$ cat config.mk
export PLATFORM = sky130hd
export DESIGN_NAME = system_clock_select_divider
export DESIGN_NICKNAME = d
export VERILOG_FILES = /design/src/shared/clk_sel_pkg.sv /design/src/hw/clk_pow2_divider.sv /design/src/hw/system_clock_select_divider.sv
export SDC_FILE = /design/constraint.sdc
export NUM_CORES = 1
export LEC_CHECK = 0
export ABC_CLOCK_PERIOD_IN_PS = 2690
export BUFFER_PORTS_ARGS = -buffer_cell sky130_fd_sc_hd__buf_2
export CAP_MARGIN = 20
export CORE_MARGIN = 3
export CORE_UTILIZATION = 53
export CTS_BUF_LIST = sky130_fd_sc_hd__clkbuf_4
export DETAILED_ROUTE_END_ITERATION = 7
export PLACE_DENSITY = 0.78
export SYNTH_ARGS = -nofsm -noshare
export SYNTH_HDL_FRONTEND = slang
export SYNTH_SLANG_ARGS = --single-unit
$ cat constraint.sdc
create_clock -name I_SYS_CLK -period 2.69 [get_ports I_SYS_CLK]
set_clock_uncertainty 0.1 [all_clocks]
set_input_delay 0.1345 -clock I_SYS_CLK [delete_from_list [all_inputs] [get_ports I_SYS_CLK]]
set_output_delay 0.1345 -clock I_SYS_CLK [all_outputs]
set_load 0.05 [all_outputs]
$ cat src/shared/clk_sel_pkg.sv
// Contract
// system clock equals undivided source divided by two to the divide-ratio field
// a new divide ratio takes effect within 128 undivided source ticks
// divider_applied_flag reads 0 while ratio pending, 1 once applied
// software sets divide-by-1 before entering suspend or sleep
// source may change while running; takes effect after one slower-oscillator period
// source_select_field codes: precision, external, low-power/8, rtc, low-power
// software never writes source codes 101, 110 or 111; the testbench writes 101 once to check it is ignored
// clock select bit 3 reads zero; software writes zero
// internal_osc_enable stops the precision oscillator at 0, runs it at 1
// internal_freq_ready reads 1 only while precision oscillator is at frequency
// software preserves reserved control bits 5:0 with read-modify-write; the testbench writes them from a random model value instead
// software sets osc_bias_enable before enabling the precision oscillator
// software should bypass the flash one-shot above 10 MHz system clock
// ratio and source changes never produce runt or glitch system clock pulses
package clk_sel_pkg;
   localparam logic [7:0] CLK_SELECT_ADDR   = 8'ha9;
   localparam logic [7:0] INT_OSC_CTRL_ADDR = 8'hb2;
   localparam logic [7:0] CLK_SELECT_RESET  = 8'h12;
   localparam logic [5:0] OSC_RSV_RESET     = 6'h00;
   localparam int         RDY_BIT           = 7;
   localparam int         DIV_HI            = 6;
   localparam int         DIV_LO            = 4;
   localparam int         SEL_HI            = 2;
   localparam int         SEL_LO            = 0;
   localparam int         OSC_EN_BIT        = 7;
   localparam int         RSV_HI            = 5;
   localparam int         CNT_W             = 7;
   localparam logic [2:0] SRC_PRECISION     = 3'h0;
   localparam logic [2:0] SRC_EXTERNAL      = 3'h1;
   localparam logic [2:0] SRC_LP_DIV8       = 3'h2;
   localparam logic [2:0] SRC_RTC           = 3'h3;
   localparam logic [2:0] SRC_LP            = 3'h4;
   localparam logic [2:0] LP8_LAST          = 3'h7;
   localparam logic [2:0] DIV_BY_1          = 3'h0;

   typedef enum logic [0:0] {
      SW_IDLE   = 1'b0,
      SW_SWITCH = 1'b1
   } switch_state_t;

   typedef struct packed {
      logic       wr;
      logic       rd;
      logic [7:0] addr;
      logic [7:0] wdata;
   } sfr_req_t;

   // raw oscillator edges, one-cycle pulses in the system clock domain
   typedef struct packed {
      logic precision;
      logic external;
      logic rtc;
      logic low_power;
   } osc_tick_t;
endpackage : clk_sel_pkg

$ cat src/hw/clk_pow2_divider.sv
`timescale 1ns/10ps
module clk_pow2_divider (
   // clock and reset
   input  wire logic       i_clk,
   input  wire logic       i_rst,
   // undivided source
   input  wire logic       i_src_tick,
   input  wire logic       i_hold,
   input  wire logic [2:0] i_ratio,
   // divided output
   output logic            o_clk_en,
   output logic            o_applied
);
   logic [clk_sel_pkg::CNT_W-1:0] cnt_r;
   logic [clk_sel_pkg::CNT_W-1:0] cnt_nxt;
   logic [clk_sel_pkg::CNT_W-1:0] mask;
   logic [2:0]                    active_r;
   logic [2:0]                    active_nxt;
   logic                          en_nxt;
   logic                          applied_nxt;
   logic [7:0]                    span;

   always_comb begin
      span        = 8'h01 << active_r;
      mask        = 7'(span - 8'h01);
      cnt_nxt     = cnt_r;
      active_nxt  = active_r;
      en_nxt      = 1'b0;
      // ratio only changes at a period boundary, so no pulse is ever cut short
      if (i_src_tick && !i_hold) begin
         if (cnt_r == mask) begin
            cnt_nxt    = '0;
            en_nxt     = 1'b1;
            active_nxt = i_ratio;
         end else begin
            cnt_nxt = cnt_r + 7'h01;
         end
      end
      applied_nxt = (active_nxt == i_ratio);
   end

   always_ff @(posedge i_clk or posedge i_rst) begin
      if (i_rst) begin
         cnt_r     <= '0;
         active_r  <= clk_sel_pkg::CLK_SELECT_RESET[clk_sel_pkg::DIV_HI:clk_sel_pkg::DIV_LO];
         o_clk_en  <= 1'b0;
         o_applied <= 1'b0;
      end else begin
         cnt_r     <= cnt_nxt;
         active_r  <= active_nxt;
         o_clk_en  <= en_nxt;
         o_applied <= applied_nxt;
      end
   end

   // helper: undivided ticks seen while a ratio is pending
   logic [8:0] pend_ticks_r;
   always_ff @(posedge i_clk or posedge i_rst) begin
      if (i_rst) begin
         pend_ticks_r <= '0;
      end else if (active_r == i_ratio || i_hold) begin
         pend_ticks_r <= '0;
      end else if (i_src_tick) begin
         pend_ticks_r <= pend_ticks_r + 9'h001;
      end
   end
endmodule : clk_pow2_divider

$ cat src/hw/system_clock_select_divider.sv
`timescale 1ns/10ps
module system_clock_select_divider (
   // clock and reset
   input  wire logic                  I_SYS_CLK,
   input  wire logic                  I_SYS_RST,
   // special function register access
   input  wire clk_sel_pkg::sfr_req_t I_SFR_REQ,
   output logic [7:0]                 O_SFR_RDATA,
   // oscillator sources
   input  wire clk_sel_pkg::osc_tick_t I_OSC_TICK,
   input  wire logic                  I_INT_OSC_STABLE,
   output logic                       O_INT_OSC_EN,
   // system clock
   output logic                       O_SYS_CLK_EN,
   output logic [2:0]                 O_ACTIVE_SRC
);
   clk_sel_pkg::switch_state_t state_r;
   clk_sel_pkg::switch_state_t state_nxt;
   logic [2:0]  sel_req_r;
   logic [2:0]  sel_req_nxt;
   logic [2:0]  div_req_r;
   logic [2:0]  div_req_nxt;
   logic [2:0]  target_r;
   logic [2:0]  target_nxt;
   logic        old_seen_r;
   logic        old_seen_nxt;
   logic        new_seen_r;
   logic        new_seen_nxt;
   logic        osc_en_nxt;
   logic [5:0]  rsv_r;
   logic [5:0]  rsv_nxt;
   logic        freq_rdy_r;
   logic        freq_rdy_nxt;
   logic [2:0]  lp8_cnt_r;
   logic [2:0]  lp8_cnt_nxt;
   logic [2:0]  active_nxt;
   logic [7:0]  rdata_nxt;
   logic [4:0]  src_tick;
   logic        cur_tick;
   logic        applied;
   logic        wr_sel;
   logic        wr_osc;

   assign wr_sel = I_SFR_REQ.wr && (I_SFR_REQ.addr == clk_sel_pkg::CLK_SELECT_ADDR);
   assign wr_osc = I_SFR_REQ.wr && (I_SFR_REQ.addr == clk_sel_pkg::INT_OSC_CTRL_ADDR);

   // tick vector indexed by source code
   always_comb begin
      src_tick                            = '0;
      src_tick[clk_sel_pkg::SRC_PRECISION] = I_OSC_TICK.precision && O_INT_OSC_EN;
      src_tick[clk_sel_pkg::SRC_EXTERNAL]  = I_OSC_TICK.external;
      src_tick[clk_sel_pkg::SRC_LP_DIV8]   = I_OSC_TICK.low_power &&
                                             (lp8_cnt_r == clk_sel_pkg::LP8_LAST);
      src_tick[clk_sel_pkg::SRC_RTC]       = I_OSC_TICK.rtc;
      src_tick[clk_sel_pkg::SRC_LP]        = I_OSC_TICK.low_power;
      cur_tick                             = src_tick[O_ACTIVE_SRC];
      lp8_cnt_nxt = I_OSC_TICK.low_power ? lp8_cnt_r + 3'h1 : lp8_cnt_r;
   end

   // register file
   always_comb begin
      sel_req_nxt = sel_req_r;
      div_req_nxt = div_req_r;
      osc_en_nxt  = O_INT_OSC_EN;
      rsv_nxt     = rsv_r;
      if (wr_sel) begin
         div_req_nxt = I_SFR_REQ.wdata[clk_sel_pkg::DIV_HI:clk_sel_pkg::DIV_LO];
         sel_req_nxt = I_SFR_REQ.wdata[clk_sel_pkg::SEL_HI:clk_sel_pkg::SEL_LO];
      end
      if (wr_osc) begin
         osc_en_nxt = I_SFR_REQ.wdata[clk_sel_pkg::OSC_EN_BIT];
         rsv_nxt    = I_SFR_REQ.wdata[clk_sel_pkg::RSV_HI:0];
      end
      freq_rdy_nxt = O_INT_OSC_EN && I_INT_OSC_STABLE;
      rdata_nxt    = O_SFR_RDATA;
      if (I_SFR_REQ.rd) begin
         case (I_SFR_REQ.addr)
            clk_sel_pkg::CLK_SELECT_ADDR:   rdata_nxt = {applied, div_req_r, 1'b0, sel_req_r};
            clk_sel_pkg::INT_OSC_CTRL_ADDR: rdata_nxt = {O_INT_OSC_EN, freq_rdy_r, rsv_r};
            default:                        rdata_nxt = 8'h00;
         endcase
      end
   end

   // on-the-fly source switch: the divider is frozen until both the old and the new
   // oscillator have shown an edge, which takes at most one period of the slower one
   always_comb begin
      state_nxt    = state_r;
      target_nxt   = target_r;
      old_seen_nxt = old_seen_r;
      new_seen_nxt = new_seen_r;
      active_nxt   = O_ACTIVE_SRC;
      case (state_r)
         clk_sel_pkg::SW_IDLE: begin
            // reserved codes name no oscillator; the running source is kept
            if (sel_req_r != O_ACTIVE_SRC && sel_req_r <= clk_sel_pkg::SRC_LP) begin
               state_nxt    = clk_sel_pkg::SW_SWITCH;
               target_nxt   = sel_req_r;
               old_seen_nxt = 1'b0;
               new_seen_nxt = 1'b0;
            end
         end
         clk_sel_pkg::SW_SWITCH: begin
            old_seen_nxt = old_seen_r || cur_tick;
            new_seen_nxt = new_seen_r || src_tick[target_r];
            if (old_seen_nxt && new_seen_nxt) begin
               active_nxt = target_r;
               state_nxt  = clk_sel_pkg::SW_IDLE;
            end
         end
         default: begin
            state_nxt = clk_sel_pkg::SW_IDLE;
         end
      endcase
   end

   always_ff @(posedge I_SYS_CLK or posedge I_SYS_RST) begin
      if (I_SYS_RST) begin
         state_r      <= clk_sel_pkg::SW_IDLE;
         sel_req_r    <= clk_sel_pkg::CLK_SELECT_RESET[clk_sel_pkg::SEL_HI:clk_sel_pkg::SEL_LO];
         div_req_r    <= clk_sel_pkg::CLK_SELECT_RESET[clk_sel_pkg::DIV_HI:clk_sel_pkg::DIV_LO];
         target_r     <= clk_sel_pkg::CLK_SELECT_RESET[clk_sel_pkg::SEL_HI:clk_sel_pkg::SEL_LO];
         O_ACTIVE_SRC <= clk_sel_pkg::CLK_SELECT_RESET[clk_sel_pkg::SEL_HI:clk_sel_pkg::SEL_LO];
         old_seen_r   <= 1'b0;
         new_seen_r   <= 1'b0;
         O_INT_OSC_EN <= 1'b0;
         rsv_r        <= clk_sel_pkg::OSC_RSV_RESET;
         freq_rdy_r   <= 1'b0;
         lp8_cnt_r    <= '0;
         O_SFR_RDATA  <= 8'h00;
      end else begin
         state_r      <= state_nxt;
         sel_req_r    <= sel_req_nxt;
         div_req_r    <= div_req_nxt;
         target_r     <= target_nxt;
         O_ACTIVE_SRC <= active_nxt;
         old_seen_r   <= old_seen_nxt;
         new_seen_r   <= new_seen_nxt;
         O_INT_OSC_EN <= osc_en_nxt;
         rsv_r        <= rsv_nxt;
         freq_rdy_r   <= freq_rdy_nxt;
         lp8_cnt_r    <= lp8_cnt_nxt;
         O_SFR_RDATA  <= rdata_nxt;
      end
   end

   // divider output is a clock enable, not a gated clock, so it cannot glitch
   clk_pow2_divider u_divider (
      .i_clk      (I_SYS_CLK),
      .i_rst      (I_SYS_RST),
      .i_src_tick (cur_tick),
      .i_hold     (state_r == clk_sel_pkg::SW_SWITCH),
      .i_ratio    (div_req_r),
      .o_clk_en   (O_SYS_CLK_EN),
      .o_applied  (applied)
   );
endmodule : system_clock_select_divider

==> impl_table.tex <==
\begin{tabular}{lr}
\hline
Metric & Value \\
\hline
\multicolumn{2}{l}{\textbf{STA}} \\
Share of the cycle needed by the critical path after routing & 97.16\% \\
Count of endpoints failing hold in the final timing report & 0 \\
Setup Viol. Count Final & 0 \\
Final max-slew violation count & 0 \\
Post-layout worst setup margin & 0.07646 ns \\
Pin slew with the least headroom to its limit & 0.7621 ns \\
Clock period minus worst slack & 2.614 ns \\
Worst rel slew slack & 49.00\% \\
Setup total negative slack & 0 ns \\
Timing-limited maximum frequency & 0.3826 GHz \\
\multicolumn{2}{l}{\textbf{Worst setup path}} \\
CP Class & register to register \\
Reg2Reg Depth & 8 \\
Critical path launch point type & register \\
Worst path cell trace & or3b\_4 > ha\_4 > buf\_4 > o21bai\_1 > a31oi\_1 > o2111a\_2 > nand2\_4 > mux2\_4 \\
Setup crit end kind & register \\
Max stage delay cell, worst path & sky130\_fd\_sc\_hd\_\_dfstp\_2 \\
Required time at the endpoint of the critical path & 2.86 ns \\
Max FO, Critical Path & 7 \\
Signal arrival time at the worst endpoint & 2.78 ns \\
Largest stage delay on the critical path & 0.56 ns \\
\multicolumn{2}{l}{\textbf{CTS}} \\
TritonCTS clock tree & done \\
CTS root buf & sky130\_fd\_sc\_hd\_\_clkbuf\_4 \\
H-tree level count & 2 \\
Clock transition at the registers of the reported paths & 0.13 ns \\
CTS max path bufs & 2 \\
Sink Count & 46 \\
Clock latency of the later-clocked register in the worst-skew pair & 0.36 ns \\
Number of buffers created by CTS & 5 \\
\multicolumn{2}{l}{\textbf{Detailed routing}} \\
Per-cell via count in the routed design & 5.724 \\
Detailed-routing iteration count for the pre-antenna-repair pass & 4 \\
Routed via count & 1866 \\
Detail Route Antenna Nets & 0 \\
DRC marker count from the first detailed-route iteration & 68 \\
Routed len/inst & 14.72 um \\
Drc violations & 0 \\
Total routed wirelength & 4798 um \\
\multicolumn{2}{l}{\textbf{Placement}} \\
Weighted congestion reported at the end of routability-driven placement & 0.7857 \\
Pre-CTS setup slack & 0.1030 ns \\
Sum of net half-perimeters after detailed placement & 3427 um \\
PortBufs & 37 \\
Instance area after placement & 2624 um\^{}2 \\
\multicolumn{2}{l}{\textbf{GRT}} \\
Number of global-route vias before repair & 1792 \\
Congestion Overflow GR & 0 \\
Pin count of the biggest net entering global routing & 19 \\
Global-route wire length before repair & 8162 um \\
Number of antenna violations at the first check in global routing & 0 \\
Overall track demand over capacity in global routing & 19.76\% \\
\multicolumn{2}{l}{\textbf{Layout}} \\
Fraction of final layout cells with drive strength greater than 1 & 30.80\% \\
Final Cell Area & 2850 um\^{}2 \\
Leading cell type in the layout, fill and taps excluded & sky130\_fd\_sc\_hd\_\_dfrtp\_1 \\
Number of diodes added for antenna fixing & 0 \\
Final core utilization & 68.31\% \\
Most frequent cells in the layout & 40 x sky130\_fd\_sc\_hd\_\_dfrtp\_1, 37 x sky130\_fd\_sc\_hd\_\_buf\_2, 15 x sky130\_fd\_sc\_hd\_\_nor2\_1, 15 x sky130\_fd\_sc\_hd\_\_mux2\_2, 13 x sky130\_fd\_sc\_hd\_\_a21oi\_1 \\
Area overhead of the layout relative to synthesis & 18.96\% \\
Number of nets in the final layout & 304 \\
\multicolumn{2}{l}{\textbf{Synthesis}} \\
Register bit count reported by yosys & 46 \\
EDFF count, synth & 0 \\
Ys flop type & sky130\_fd\_sc\_hd\_\_dfrtp\_1 \\
Number of distinct library cells after synthesis & 48 \\
Post-Syn Area & 2396 um\^{}2 \\
Mapped Cells & 226 \\
Share of async-settable or async-resettable flops after synthesis & 100.0\% \\
Sequential element share of the synthesized area & 48.30\% \\
Number of warning messages in the yosys log & 0 \\
Net count after synthesis & 255 \\
Mean instance size in the synthesized netlist & 10.60 um\^{}2 \\
\multicolumn{2}{l}{\textbf{Worst hold path}} \\
Hold depth & 3 \\
Worst Hold Class & input pin to register \\
\multicolumn{2}{l}{\textbf{Floorplan}} \\
Top-Level Pins & 38 \\
Initial standard-cell utilization of the core & 57.42\% \\
Number of rows created at floorplan & 23 \\
Die ar. & 5363 um\^{}2 \\
Core outline area & 4173 um\^{}2 \\
Die extent in x & 73.24 um \\
Die span in y & 73.24 um \\
\multicolumn{2}{l}{\textbf{Job}} \\
Number of max-cap violations & 0 \\
\multicolumn{2}{l}{\textbf{Power}} \\
Peak supply drop & 373.9 uV \\
Standby leakage power & 1.344 nW \\
Power density over the cells & 528.8 nW/um\^{}2 \\
\multicolumn{2}{l}{\textbf{Outcome}} \\
Status & finished, final reports clean \\
\hline
\end{tabular}
## cells by family (layout without fill, tap and decap cells)
logic type,after synthesis,in the layout,synth area share [%]
AND/OR/NAND/NOR,60,60,13.11
AO/OA/AOI/OAI,56,56,15.40
flip-flops,46,46,48.30
multiplexers,26,26,12.58
buffers and inverters,24,74,4.856
XOR/XNOR,10,10,3.656
adder cells (fa/ha/maj),4,4,2.089
## critical path: cells and delay by family, from the launching register on
kind                       cells  cell delay [ns]
AOI/OAI and AO/OA              3             0.68
adders and majority gates      1             0.20
buffers and inverters          1             0.15
DFF                            1             0.56
muxes                          1             0.33
and+or+nand+nor                2             0.49
## report_power, final
| group | leakage [nW] | internal [W] | switching, W |
|---|---|---|---|
| combinational | 0.716 | 0.000128 | 0.000142 |
| sequential | 0.583 | 0.000765 | 0.0000606 |
| clock | 0.0450 | 0.000193 | 0.000218 |
| total | 1.34 | 0.00109 | 0.000421 |
## worst paths after layout
path	slack (ns)	startpoint	endpoint
max in group asynchronous	1.64	I_SYS_RST	div_req_r[0]
worst max register to register	0.08	u_divider.active_r[0]	u_divider.active_r[2]
worst min-delay path	0.02	I_SFR_REQ[16]	O_SFR_RDATA[3]
worst min register to register	0.39	lp8_cnt_r[0]	lp8_cnt_r[0]
min in group asynchronous	0.20	I_SYS_RST	O_SFR_RDATA[4]
worst max-delay path	0.08	u_divider.active_r[0]	u_divider.active_r[2]
## area by class of cell
cell class	count	area [um^2]
clock buffers	5	37.54
clock inverters	3	40.04
fillers	300	1323
inverters	10	37.54
multi-input cells	156	1159
flip-flops and latches	46	1159
well taps	50	62.56
repair buffers	56	355.3
## registers in the layout (all words and copies together), names as in the netlist
name / flops
div_req_r: 3
rsv_r: 6
lp8_cnt_r: 3
O_INT_OSC_EN: 1
sel_req_r: 3
freq_rdy_r: 1
O_ACTIVE_SRC: 3
old_seen_r: 1
u_divider.o_applied: 1
u_divider.cnt_r: 7
state_r: 1
target_r: 3
u_divider.active_r: 3
u_divider.o_clk_en: 1
O_SFR_RDATA: 8
new_seen_r: 1
## repair_timing
| action | in CTS | in global routing |
|---|---|---|
| setup buffers | 0 | 3 |
| hold endpoints to repair | 31 | 0 |
| gates resized for setup | 0 | 5 |
| hold buffers | 11 | 0 |
| endpoints found under the setup margin | 0 | 3 |
## cell usage after synthesis (3+ instances only)
cell	number	area, um^2
sky130_fd_sc_hd__buf_2	3	15.01
sky130_fd_sc_hd__a21oi_1	13	65.06
sky130_fd_sc_hd__dfrtp_1	41	1026
sky130_fd_sc_hd__mux2_1	6	67.56
sky130_fd_sc_hd__nor3_1	8	40.04
sky130_fd_sc_hd__nand2b_1	4	25.02
sky130_fd_sc_hd__nand3_1	8	40.04
sky130_fd_sc_hd__o21ai_0	5	25.02
sky130_fd_sc_hd__mux2_2	15	168.9
sky130_fd_sc_hd__dfstp_2	5	131.4
sky130_fd_sc_hd__xnor2_1	3	26.28
sky130_fd_sc_hd__a22oi_1	8	60.06
sky130_fd_sc_hd__o21ai_1	6	30.03
sky130_fd_sc_hd__o211ai_1	4	30.03
sky130_fd_sc_hd__a31oi_1	4	25.02
sky130_fd_sc_hd__nand2_1	11	41.29
sky130_fd_sc_hd__and2_1	3	18.77
sky130_fd_sc_hd__inv_1	9	33.78
sky130_fd_sc_hd__o2bb2ai_1	3	26.28
sky130_fd_sc_hd__nor2_1	15	56.30
sky130_fd_sc_hd__clkbuf_1	7	26.28
sky130_fd_sc_hd__ha_1	4	50.05
sky130_fd_sc_hd__mux2_4	3	45.04
sky130_fd_sc_hd__xor2_1	7	61.31
## through the flow
stage | instances | hold WS, ns | power (W)
3_5_place_dp | 304 | 0.05307 | 0.001097
2_1_floorplan | 226 | 0.1255 | 0.001021
6_report | 326 | 0.02436 | 0.001507
4_1_cts | 323 | 0.01137 | 0.001516
5_1_grt | 326 | 0.04255 | 0.001587
3_3_place_gp | 304 | 0.05219 | 0.001088
## routing by layer
layer  up-vias  track usage [%]  routed length (um)
met3         8            3.444                 195
li1        911                -                   -
met5         -                0                   0
met4         0            7.787                  60
met2        45            31.38                2351
met1       902            26.85                2190
(Power assumes the default switching activity.)
